$ cat config.mk
export PLATFORM = sky130hd
export DESIGN_NAME = bale_engine
export DESIGN_NICKNAME = d
export VERILOG_FILES = /design/src/core/bale_pkg.sv /design/src/core/bale_engine.sv
export SDC_FILE = /design/constraint.sdc
export NUM_CORES = 1
export LEC_CHECK = 0
export ABC_AREA = 1
export BUFFER_PORTS_ARGS = -buffer_cell sky130_fd_sc_hd__buf_2
export CAP_MARGIN = 20
export CORE_MARGIN = 5
export CORE_UTILIZATION = 50
export CTS_CLUSTER_SIZE = 20
export DETAILED_ROUTE_END_ITERATION = 10
export PLACE_DENSITY = 0.76
export SYNTH_ARGS = -nofsm -noshare
export SYNTH_HDL_FRONTEND = slang
export SYNTH_SLANG_ARGS = --single-unit
$ cat constraint.sdc
create_clock -name clock -period 5 [get_ports clock]
set_input_delay 0.5 -clock clock [delete_from_list [all_inputs] [get_ports clock]]
set_output_delay 0.5 -clock clock [all_outputs]
set_load 0.02 [all_outputs]
$ cat src/core/bale_pkg.sv
// bale_pkg: constants, encodings and carriers of the bit accumulator logic engine
//
// Behaviour
// RULE_01: program identifier command accepts only 256 through 511 as a valid identifier.
// RULE_02: mode call takes signed code 1..5 selecting one of five built-in modes.
// RULE_03: idle instruction changes nothing and just moves to the next command.
// RULE_04: program author places idle instructions to blank or reserve command slots.
// RULE_05: constant load writes its 0 or 1 operand straight into the accumulator.
// RULE_06: main bit load reads register 0..1399, bit 0..15, into the accumulator.
// RULE_07: scratch bit load reads register 0..299, bit 0..15, into the accumulator.
// RULE_08: retained bit load reads register 0..63, bit 0..15, into the accumulator.
// RULE_09: inverted load in every space writes the complement of the addressed bit.
// RULE_10: conjoin in every space gives one only when accumulator and bit are one.
// RULE_11: inverse conjoin gives one only when accumulator is one and bit is zero.
// RULE_12: conjoin results overwrite the accumulator; the source bit is never written.
// RULE_13: commands run strictly in order; each finishes before the next is taken.
// RULE_14: out-of-range operands raise an error and no register access happens.
package bale_pkg;

  // ----------------------------------------------------------------------------
  // operand limits
  // ----------------------------------------------------------------------------
  localparam logic [15:0] BALE_ID_MIN = 16'h0100;
  localparam logic [15:0] BALE_ID_MAX = 16'h01FF;
  localparam logic signed [15:0] BALE_MODE_MIN = 16'sh0001;
  localparam logic signed [15:0] BALE_MODE_MAX = 16'sh0005;
  localparam logic [15:0] BALE_MAIN_MAX = 16'h0577;
  localparam logic [15:0] BALE_SCRATCH_MAX = 16'h012B;
  localparam logic [15:0] BALE_RETAINED_MAX = 16'h003F;
  localparam logic [15:0] BALE_BIT_MAX = 16'h000F;
  localparam logic [15:0] BALE_BOOL_MAX = 16'h0001;
  localparam logic BALE_ACC_RESET = 1'b0;
  localparam logic [15:0] BALE_ID_RESET = 16'h0000;

  // ----------------------------------------------------------------------------
  // command, space, mode and error encodings
  // ----------------------------------------------------------------------------
  typedef enum logic [4:0] {
    BALE_OP_IDLE_INSTRUCTION,
    BALE_OP_PROGRAM_IDENTIFIER_CMD,
    BALE_OP_BUILTIN_MODE_CALL_CMD,
    BALE_OP_CONSTANT_LOAD_CMD,
    BALE_OP_MAIN_BIT_FETCH_CMD,
    BALE_OP_SCRATCH_BIT_FETCH_CMD,
    BALE_OP_RETAINED_BIT_FETCH_CMD,
    BALE_OP_MAIN_BIT_INVERTED_FETCH_CMD,
    BALE_OP_SCRATCH_BIT_INVERTED_FETCH_CMD,
    BALE_OP_RETAINED_BIT_INVERTED_FETCH_CMD,
    BALE_OP_MAIN_BIT_CONJOIN_CMD,
    BALE_OP_SCRATCH_BIT_CONJOIN_CMD,
    BALE_OP_RETAINED_BIT_CONJOIN_CMD,
    BALE_OP_MAIN_BIT_INVERSE_CONJOIN_CMD,
    BALE_OP_SCRATCH_BIT_INVERSE_CONJOIN_CMD,
    BALE_OP_RETAINED_BIT_INVERSE_CONJOIN_CMD
  } bale_op_t;

  typedef enum logic [1:0] {
    BALE_SPACE_MAIN,
    BALE_SPACE_SCRATCH,
    BALE_SPACE_RETAINED
  } bale_space_t;

  typedef enum logic [1:0] {
    BALE_FN_LOAD,
    BALE_FN_LOAD_NOT,
    BALE_FN_AND,
    BALE_FN_AND_NOT
  } bale_fn_t;

  typedef enum logic [2:0] {
    BALE_MODE_NONE,
    BALE_MODE_OVERLOAD,
    BALE_MODE_INDEPENDENT,
    BALE_MODE_REVERSER,
    BALE_MODE_TWO_STEP,
    BALE_MODE_TWO_SPEED
  } bale_mode_t;

  typedef enum logic [2:0] {
    BALE_ERR_NONE,
    BALE_ERR_BAD_OPCODE,
    BALE_ERR_ID_RANGE,
    BALE_ERR_MODE_RANGE,
    BALE_ERR_CONST_RANGE,
    BALE_ERR_INDEX_RANGE,
    BALE_ERR_BIT_RANGE
  } bale_err_t;

  // ----------------------------------------------------------------------------
  // carriers
  // ----------------------------------------------------------------------------
  typedef struct packed {
    bale_op_t op;
    logic [15:0] arg1; // identifier, mode code, constant or register index
    logic [15:0] arg2; // bit index
  } bale_instr_t;

  typedef struct packed {
    bale_space_t space;
    logic [15:0] index;
  } bale_rd_t;

endpackage : bale_pkg

$ cat src/core/bale_engine.sv
// bale_engine: sequential decoder and 1-bit accumulator of the custom logic engine
`timescale 1ns/100ps
`default_nettype none

module bale_engine
  import bale_pkg::*;
(
  input wire logic clock,
  input wire logic srst,
  input wire logic instr_valid,
  output logic instr_ready,
  input wire bale_instr_t instr,
  output logic rd_valid,
  output bale_rd_t rd_q,
  input wire logic rd_ack,
  input wire logic [15:0] rd_data,
  output logic acc_q,
  output logic [15:0] prog_id_q,
  output logic prog_id_valid_q,
  output logic mode_call_q,
  output bale_mode_t mode_q,
  output logic err_q,
  output bale_err_t err_cause_q,
  output logic retire_q
);

  // ----------------------------------------------------------------------------
  // helpers
  // ----------------------------------------------------------------------------

  // highest legal register index of a space
  function automatic logic [15:0] bale_space_max(input bale_space_t sp);
    case (sp)
      BALE_SPACE_MAIN: bale_space_max = BALE_MAIN_MAX;
      BALE_SPACE_SCRATCH: bale_space_max = BALE_SCRATCH_MAX;
      default: bale_space_max = BALE_RETAINED_MAX;
    endcase
  endfunction : bale_space_max

  // the four bit-function groups share one layout: function major, space minor
  function automatic logic bale_is_bit_op(input bale_op_t op);
    bale_is_bit_op = (op >= BALE_OP_MAIN_BIT_FETCH_CMD) && (op <= BALE_OP_RETAINED_BIT_INVERSE_CONJOIN_CMD);
  endfunction : bale_is_bit_op

  function automatic logic [3:0] bale_bit_slot(input bale_op_t op);
    logic [4:0] rel;
    rel = 5'(op) - 5'(BALE_OP_MAIN_BIT_FETCH_CMD);
    bale_bit_slot = rel[3:0];
  endfunction : bale_bit_slot

  function automatic bale_space_t bale_op_space(input bale_op_t op);
    logic [3:0] s;
    s = bale_bit_slot(op);
    case (s)
      4'h0, 4'h3, 4'h6, 4'h9: bale_op_space = BALE_SPACE_MAIN;
      4'h1, 4'h4, 4'h7, 4'hA: bale_op_space = BALE_SPACE_SCRATCH;
      default: bale_op_space = BALE_SPACE_RETAINED;
    endcase
  endfunction : bale_op_space

  function automatic bale_fn_t bale_op_fn(input bale_op_t op);
    logic [3:0] s;
    s = bale_bit_slot(op);
    if (s < 4'h3) begin
      bale_op_fn = BALE_FN_LOAD;
    end else if (s < 4'h6) begin
      bale_op_fn = BALE_FN_LOAD_NOT;
    end else if (s < 4'h9) begin
      bale_op_fn = BALE_FN_AND;
    end else begin
      bale_op_fn = BALE_FN_AND_NOT;
    end
  endfunction : bale_op_fn

  // accumulator result of a bit function
  function automatic logic bale_apply(input bale_fn_t fn, input logic acc, input logic b);
    case (fn)
      BALE_FN_LOAD: bale_apply = b;
      BALE_FN_LOAD_NOT: bale_apply = ~b;
      BALE_FN_AND: bale_apply = acc & b;
      default: bale_apply = acc & ~b;
    endcase
  endfunction : bale_apply

  // ----------------------------------------------------------------------------
  // sequencing state
  // ----------------------------------------------------------------------------
  typedef enum logic {
    BALE_ST_READY,
    BALE_ST_READ
  } bale_state_t;

  bale_state_t state_q;
  bale_fn_t fn_q;
  logic [3:0] bit_q;
  logic take;
  logic bit_op;
  bale_space_t op_space;
  logic index_ok;
  logic bit_ok;
  logic signed [15:0] mode_code;
  logic read_done;
  bale_err_t dec_err;

  // only one command in flight: a new one is taken only when the last has finished
  assign instr_ready = (state_q == BALE_ST_READY); // RULE_13
  assign take = instr_valid && instr_ready;
  assign read_done = (state_q == BALE_ST_READ) && rd_ack;
  assign rd_valid = (state_q == BALE_ST_READ);

  // operand decode of the offered command
  assign bit_op = bale_is_bit_op(instr.op);
  assign op_space = bale_op_space(instr.op);
  assign index_ok = instr.arg1 <= bale_space_max(op_space); // RULE_06 RULE_07 RULE_08
  assign bit_ok = instr.arg2 <= BALE_BIT_MAX;
  assign mode_code = $signed(instr.arg1);

  // error classification; any error blocks the register access
  always_comb begin
    dec_err = BALE_ERR_NONE;
    case (instr.op)
      BALE_OP_IDLE_INSTRUCTION: dec_err = BALE_ERR_NONE; // RULE_03
      BALE_OP_PROGRAM_IDENTIFIER_CMD: begin
        if (instr.arg1 < BALE_ID_MIN || instr.arg1 > BALE_ID_MAX) begin
          dec_err = BALE_ERR_ID_RANGE; // RULE_01 RULE_14
        end
      end
      BALE_OP_BUILTIN_MODE_CALL_CMD: begin
        if (mode_code < BALE_MODE_MIN || mode_code > BALE_MODE_MAX) begin
          dec_err = BALE_ERR_MODE_RANGE; // RULE_02 RULE_14
        end
      end
      BALE_OP_CONSTANT_LOAD_CMD: begin
        if (instr.arg1 > BALE_BOOL_MAX) begin
          dec_err = BALE_ERR_CONST_RANGE; // RULE_14
        end
      end
      default: begin
        if (!bit_op) begin
          dec_err = BALE_ERR_BAD_OPCODE;
        end else if (!index_ok) begin
          dec_err = BALE_ERR_INDEX_RANGE; // RULE_14
        end else if (!bit_ok) begin
          dec_err = BALE_ERR_BIT_RANGE; // RULE_14
        end
      end
    endcase
  end

  // ----------------------------------------------------------------------------
  // command sequencer and register read request
  // ----------------------------------------------------------------------------

  // a legal bit command holds a read request until the register space answers
  always_ff @(posedge clock) begin
    if (srst) begin
      state_q <= BALE_ST_READY;
      rd_q <= '{space: BALE_SPACE_MAIN, index: 16'h0000};
      fn_q <= BALE_FN_LOAD;
      bit_q <= 4'h0;
    end else if (take && bit_op && dec_err == BALE_ERR_NONE) begin
      state_q <= BALE_ST_READ; // RULE_13
      rd_q <= '{space: op_space, index: instr.arg1};
      fn_q <= bale_op_fn(instr.op);
      bit_q <= instr.arg2[3:0];
    end else if (read_done) begin
      state_q <= BALE_ST_READY;
    end
  end

  // ----------------------------------------------------------------------------
  // accumulator
  // ----------------------------------------------------------------------------

  // only the accumulator is written; the source register is read and never written
  always_ff @(posedge clock) begin
    if (srst) begin
      acc_q <= BALE_ACC_RESET;
    end else if (take && instr.op == BALE_OP_CONSTANT_LOAD_CMD && dec_err == BALE_ERR_NONE) begin
      acc_q <= instr.arg1[0]; // RULE_05
    end else if (read_done) begin
      acc_q <= bale_apply(fn_q, acc_q, rd_data[bit_q]); // RULE_06 RULE_09 RULE_10 RULE_11 RULE_12
    end
  end

  // ----------------------------------------------------------------------------
  // program identifier
  // ----------------------------------------------------------------------------

  // the last valid identifier is kept; a bad one leaves the old value standing
  always_ff @(posedge clock) begin
    if (srst) begin
      prog_id_q <= BALE_ID_RESET;
      prog_id_valid_q <= 1'b0;
    end else if (take && instr.op == BALE_OP_PROGRAM_IDENTIFIER_CMD && dec_err == BALE_ERR_NONE) begin
      prog_id_q <= instr.arg1; // RULE_01
      prog_id_valid_q <= 1'b1;
    end
  end

  // ----------------------------------------------------------------------------
  // built-in mode call
  // ----------------------------------------------------------------------------

  // one-cycle call pulse; the selected mode stays until the next call
  always_ff @(posedge clock) begin
    if (srst) begin
      mode_call_q <= 1'b0;
      mode_q <= BALE_MODE_NONE;
    end else begin
      mode_call_q <= 1'b0;
      if (take && instr.op == BALE_OP_BUILTIN_MODE_CALL_CMD && dec_err == BALE_ERR_NONE) begin
        mode_call_q <= 1'b1;
        mode_q <= bale_mode_t'(instr.arg1[2:0]); // RULE_02
      end
    end
  end

  // ----------------------------------------------------------------------------
  // completion and error reporting
  // ----------------------------------------------------------------------------

  // retire pulses once per command; error pulses with it, cause held until next error
  always_ff @(posedge clock) begin
    if (srst) begin
      retire_q <= 1'b0;
      err_q <= 1'b0;
      err_cause_q <= BALE_ERR_NONE;
    end else begin
      retire_q <= read_done || (take && !(bit_op && dec_err == BALE_ERR_NONE)); // RULE_03 RULE_13
      err_q <= take && dec_err != BALE_ERR_NONE; // RULE_14
      if (take && dec_err != BALE_ERR_NONE) begin
        err_cause_q <= dec_err;
      end
    end
  end

endmodule : bale_engine

`default_nettype wire

==> impl_metrics.json, run 1 <==
{
  "cts_resized": 0,
  "cts_root_buf": "clkbuf_8",
  "diodes": 0,
  "place_hpwl_um": 5900,
  "synth_top_area_cell": "dfxtp_1",
  "arrival_ns": 3.74,
  "grt_antenna_before_repair": 0,
  "ys_warn_count": 0,
  "drc": 0,
  "post_synth_inst_count": 482,
  "slowest_delay_ns": 0.36,
  "top_layer": "met4",
  "synth_edf_count": 0,
  "synth_fp_nets": 559,
  "avgViaCountPerCell": 4.73,
  "pin_count": 104,
  "met2_length_um": 3660,
  "post-place-ws_ns": 1.16,
  "drive_gt1_share_pct": 21.5,
  "p_leak_uw": 0.00209,
  "avgSynthCellArea_um2": 6.26,
  "worst-setup-path-type": "input pin to flip-flop",
  "hp-start": "instr[0]",
  "netlist_area_um2": 3020,
  "ant_nets": 0,
  "fin_crit_sh_pct": 69.9,
  "hp-class": "input pin to flip-flop",
  "vias": 3103,
  "wl_met1_um": 3330,
  "finalWirelength_um": 7560,
  "status": "completed",
  "worstPathMaxFanout": 34,
  "core_area_um2": 5890,
  "reg2reg_to": "rd_q[17]",
  "fillerInstances": 590,
  "slew_headroom_pct": 67.3,
  "tightest_slew_ns": 0.490,
  "synth-async-reset-ratio_pct": 0,
  "io_buffers": 103,
  "cts_tree": "yes",
  "power.density_nw_per_um2": 215,
  "fin_skew_ns": 0.0115,
  "holdWs_ns": 0.428,
  "cpLargestDelayFamily": "simple AND/OR/NAND/NOR gates",
  "clock.fmax_mhz": 286,
  "finalWorstSetupSlack_ns": 1.51,
  "hold_buffers": 0,
  "firstDrtPassIters": 4,
  "synthDistinctLibCells": 27,
  "place_congestion": 0.863,
  "yosysSeqAreaShare_pct": 34.5,
  "ys_seq_elements": 52,
  "post_drt_wl_per_cell_um": 11.5,
  "drv_slew": 0,
  "end_kind": "flip-flop",
  "crit_path_top_delay_cell": "buf_4",
  "ys.flop_type": "dfxtp_1",
  "setup_tns_ns": 0,
  "clock-sinks": 52,
  "wl_met3_um": 518,
  "crit_chain": "buf_2, inv_2, ha_1, nor2_1, a32oi_1, inv_1, nand2_1, inv_1, ha_1, a21oi_1, nand2_1, nand3_1, nand3_1, nand2_1, nand2_1, a21oi_4, nand3_2, buf_4, nand2_1, nand2_1, nor2_1",
  "clk_pin_slew_ns": 0.09,
  "drt_iter0_markers": 105,
  "start_util_pct": 51.3,
  "grt_first_pass_wirelength_um": 12400,
  "final_nets": 657,
  "reg2reg_from": "rd_valid",
  "final-hold-violation-count": 0,
  "grt_usage_pct": 19.9,
  "hold_depth": 3,
  "synth_top_area_share_pct": 34.5,
  "ff2ff_path_depth": 8,
  "fin_crit_ns": 3.49,
  "first_global_vias": 2848,
  "synthTopCellsByArea": "dfxtp_1 (34%), nand2_1 (18%), nor2_1 (15%)",
  "peakVddDrop_v": 0.000141,
  "min_to": "bit_q[0]",
  "cp-start-kind": "input pin",
  "critPathRequiredTime_ns": 5.25,
  "synth_commonest_cells": "nand2_1 (142), nor2_1 (124), inv_1 (64)",
  "fp.dieH_um": 87.7,
  "crit_top_cell": "nand2_1",
  "drv_cap": 0,
  "cp_num_buf_inv": 5,
  "setup_viol": 0,
  "grt-ovfl-total": 0,
  "clock_latency_ns": 0.31,
  "grt_setup_unrepaired": "no",
  "postCtsSetupBuffers": 0,
  "rrSetupSlack_ns": 2.97,
  "cts_buffers": 5,
  "die_area_um2": 7690,
  "cts_buffer_depth": 2,
  "htree_levels": 2,
  "yosysMostFrequentCell": "nand2_1",
  "std_cell_rows": 28,
  "die_w_um": 87.7,
  "area_delta_synth_final_pct": 21.1,
  "grt_max_degree": 37
}
## through the flow
| stage | util [%] | instances | total power, uW | area (um2) |
|---|---|---|---|---|
| 2_1_floorplan | - | 482 | 501 | 3020 |
| 3_3_place_gp | 60.3 | 647 | 547 | 3550 |
| 3_5_place_dp | 60.3 | 647 | 549 | 3550 |
| 4_1_cts | 61.8 | 655 | 792 | 3640 |
| 5_1_grt | 62.1 | 656 | 829 | 3660 |
| 6_report | 62.1 | 656 | 785 | 3660 |
## worst min-delay path, delay by kind of cell
family | cells | cell delay (ns)
buf+inv | 1 | 0.08
simple gates | 2 | 0.11
## routing by layer
metal	GRT usage [%]	up-vias
li1	-	1651
met5	0	-
met1	23.7	1371
met2	36.3	77
met4	4.60	0
met3	4.52	4
## how the worst max path moves through the flow
stage,startpoint,to,slack (ns),cells past startpoint
floorplan,instr[35],rd_q[17],2.02,20
global placement,instr[34],rd_q[17],1.30,21
detailed placement,instr[34],rd_q[17],1.16,21
CTS,instr[34],rd_q[17],1.48,21
global route,instr[34],rd_q[6],1.01,21
finish,instr[34],rd_q[17],1.51,21
## cells in the final DEF (no fill, tap or decap)
cell type / instances
buf_12: 1
buf_2: 103
nand3_1: 15
o21ai_0: 9
dfxtp_1: 52
a211oi_1: 1
clkinvlp_4: 1
buf_4: 1
o21bai_1: 1
nand3b_1: 3
nor2_4: 1
nor2_1: 124
inv_6: 1
a32oi_1: 2
clkinv_2: 1
a31oi_1: 1
a21oi_1: 12
nand4_1: 3
ha_1: 20
inv_1: 64
a21oi_4: 1
nor3_1: 1
inv_2: 2
o211ai_1: 4
or2_2: 2
nor2_2: 2
a21oi_2: 2
nand2_1: 142
clkbuf_8: 5
clkinv_1: 2
nand3_2: 2
## state kept, by name (all words and copies together), names as in the netlist
name / count
prog_id_q: 16
retire_q: 1
prog_id_valid_q: 1
bit_q: 4
rd_valid: 1
err_q: 1
rd_q: 18
mode_q: 3
err_cause_q: 3
acc_q: 1
fn_q: 2
mode_call_q: 1
## power by group
group	switching [uW]	internal, uW
clock network	144	99.7
logic	74.9	46.5
registers	2.24	418
## cells by family (layout without fill, tap and decap cells)
family                   Yosys count  in the layout  synth area share, %
AO/OA/AOI/OAI                     33             33                 6.88
flip-flops                        52             52                 34.5
AND/OR/NAND/NOR                  295            295                 39.0
buffers and inverters             82            181                 11.4
adder cells (fa/ha/maj)           20             20                 8.29
## cell type report
type	instances	area (um2)	area share (%)
clock buffer	5	68.8	1.88
clock inverter	3	21.3	0.582
multi-input combinational	348	1630	44.7
sequential	52	1040	28.5
timing repair buffer	105	543	14.8
inverter	68	255	6.98
tap	75	93.8	2.57
Power figures use the tool's default switching activity.
==> run 2, diff against run 1 <==
- ABC_AREA: 1 -> 0
- CORE_UTILIZATION: 50 -> 45
- PLACE_DENSITY: 0.76 -> 0.72
- clock period: 5 -> 2.8 ns (I/O delays scaled with it)
==> run 2 against run 1 <==
Critical path depth down 7. Final cell count fell by 20%. Largest cell class unchanged. Total power grew 120%. Global-route usage is 0.72 points lower. Design area grew 12%. Wire length rose by 7.1%.
==> impl_metrics.json, run 2 <==
{
  "first_global_vias": 2866,
  "fin_util_pct": 64.5,
  "clk_pin_slew_ns": 0.10,
  "drc": 0,
  "post_synth_inst_count": 316,
  "hp-start": "instr[1]",
  "slew_headroom_pct": 51.6,
  "cts_buffers": 5,
  "ant_nets": 0,
  "post_drt_wl_per_cell_um": 15.4,
  "area_delta_synth_final_pct": 40.0,
  "fin_crit_sh_pct": 98.6,
  "top_usage_layer": "met2",
  "place_area_um2": 3760,
  "grt_antenna_before_repair": 0,
  "tightest_slew_ns": 0.717,
  "final-hold-violation-count": 0,
  "use_met3_pct": 5.17,
  "clock_latency_ns": 0.31,
  "peakVddDrop_v": 0.000251,
  "critical_path.startpoint": "instr[34]",
  "die_w_um": 90.6,
  "clock-sinks": 52,
  "drv_slew": 0,
  "hp-class": "input pin to flip-flop",
  "setup_viol": 0,
  "pin_count": 104,
  "grt_first_pass_wirelength_um": 13500,
  "htree_levels": 2,
  "yosysSeqAreaShare_pct": 35.6,
  "synth-async-reset-ratio_pct": 0,
  "fin_skew_ns": 0.00980,
  "gr-usage-met1_pct": 24.8,
  "critPathRequiredTime_ns": 2.98,
  "power.density_nw_per_um2": 413,
  "drive_gt1_share_pct": 40.9,
  "reg_top3": "rd_q: 18 flops, prog_id_q: 16 flops, bit_q: 4 flops",
  "avgSynthCellArea_um2": 9.25,
  "cp-start-kind": "input pin",
  "yosysMostFrequentCell": "dfxtp_1",
  "finalWirelength_um": 8100,
  "start_util_pct": 46.0,
  "gr-usage-met2_pct": 32.0,
  "synth_top_area_cell": "dfxtp_1",
  "cts_root_buf": "clkbuf_8",
  "worst-setup-path-type": "input pin to flip-flop",
  "worstPathMaxFanout": 4,
  "place_congestion": 0.855,
  "synthTopCellsByArea": "dfxtp_1 (36%), nand2b_1 (10%), mux2i_1 (9.9%)",
  "synth_edf_count": 0,
  "fp.dieH_um": 90.6,
  "drv_cap": 0,
  "diodes": 0,
  "cts_buffer_depth": 2,
  "largest_register_ffs": 18,
  "end_kind": "flip-flop",
  "setup_tns_ns": 0,
  "fin_crit_ns": 2.76,
  "grt_setup_unrepaired": "yes",
  "grt_max_degree": 44,
  "ys_warn_count": 0,
  "final_cell_mix": "buf_2 (100), dfxtp_1 (52), nand2b_1 (47)",
  "ys.flop_type": "dfxtp_1",
  "final_common_cell": "buf_2",
  "synthDistinctLibCells": 39,
  "netlist_area_um2": 2920,
  "holdWs_ns": 0.222,
  "core_area_um2": 6350,
  "arrival_ns": 2.94,
  "io_buffers": 103,
  "final_design_area_no_fill_um2": 4090,
  "grt_usage_pct": 19.2,
  "status": "completed",
  "place_hpwl_um": 6070,
  "fin_cells": 527,
  "final_nets": 526,
  "firstDrtPassIters": 4,
  "reg2reg_from": "bit_q[0]",
  "dp.cells": 513,
  "grt-ovfl-total": 0,
  "synth_top_area_share_pct": 35.6,
  "die_area_um2": 8210,
  "avgViaCountPerCell": 5.30,
  "ys_seq_elements": 52,
  "std_cell_rows": 29,
  "drt_iter0_markers": 129,
  "p_leak_uw": 0.00196,
  "regMostFlops": "rd_q",
  "synth_commonest_cells": "dfxtp_1 (52), nand2b_1 (48), mux2i_1 (29)",
  "vias": 2793,
  "synth_fp_nets": 393,
  "cts_tree": "yes",
  "clock.fmax_mhz": 362
}
[run 2: path summary, 6_finish.rpt]
path | endpoint | slack (ns) | cells after the start
max | retire_q | 0.04 | 14
min | bit_q[1] | 0.22 | 3
max reg2reg | acc_q | 0.89 | 6
min reg2reg | prog_id_q[13] | 0.47 | 1
[run 2: stage by stage]
step           power [uW]  setup WS, ns
6_report             1690        0.0389
5_1_grt              1760       -0.0878
4_1_cts              1670        0.0200
3_5_place_dp         1050        -0.292
3_3_place_gp         1040        -0.115
2_1_floorplan         920        0.0187
[run 2: repair_timing]
action                     4_1_cts  5_1_grt
pin swaps                        0       11
gates resized for setup          1       30
setup buffers                    0        5
setup endpoints to repair        1       31
cloned                           0        1
hold buffers                     0        0
[run 2: logic make-up after synthesis]
group	synth area share [%]
AND/OR/NAND/NOR	25.8
buffers and inverters	3.60
multiplexers	13.4
XOR/XNOR	0.599
adder cells (fa/ha/maj)	8.56
AO/OA/AOI/OAI	12.5
flip-flops	35.6
[run 2: critical path, cell delays in order]
cell	delay, ns
buf_8	0.08
inv_4	0.03
ha_4	0.28
mux2i_1	0.20
o22a_2	0.25
nand2b_4	0.09
ha_4	0.26
nand4b_1	0.18
nor4_2	0.34
nand3_1	0.20
buf_4	0.19
a31o_2	0.28
o31ai_2	0.19
a21oi_1	0.09
[run 2: layer usage]
metal,share of wire (%),up-vias
met1,44,1296
met4,0.75,0
met5,0,-
li1,-,1398
met2,48,93
met3,6.8,6
[run 2: area by class of cell]
cell class              instances  area [um2]
clock buffers                   5        68.8
clock inverters                 3        68.8
fillers                       539        2260
inverters                       8        37.5
multi-input cells             240        1920
flip-flops and latches         52        1040
well taps                      77        96.3
repair buffers                142         865
[run 2: power by group]
part           internal (uW)  leakage [uW]  total, uW  switching [uW]
clock network            360     0.0000687        619             259
logic                    156       0.00147        323             167
registers                746      0.000420        749            3.03
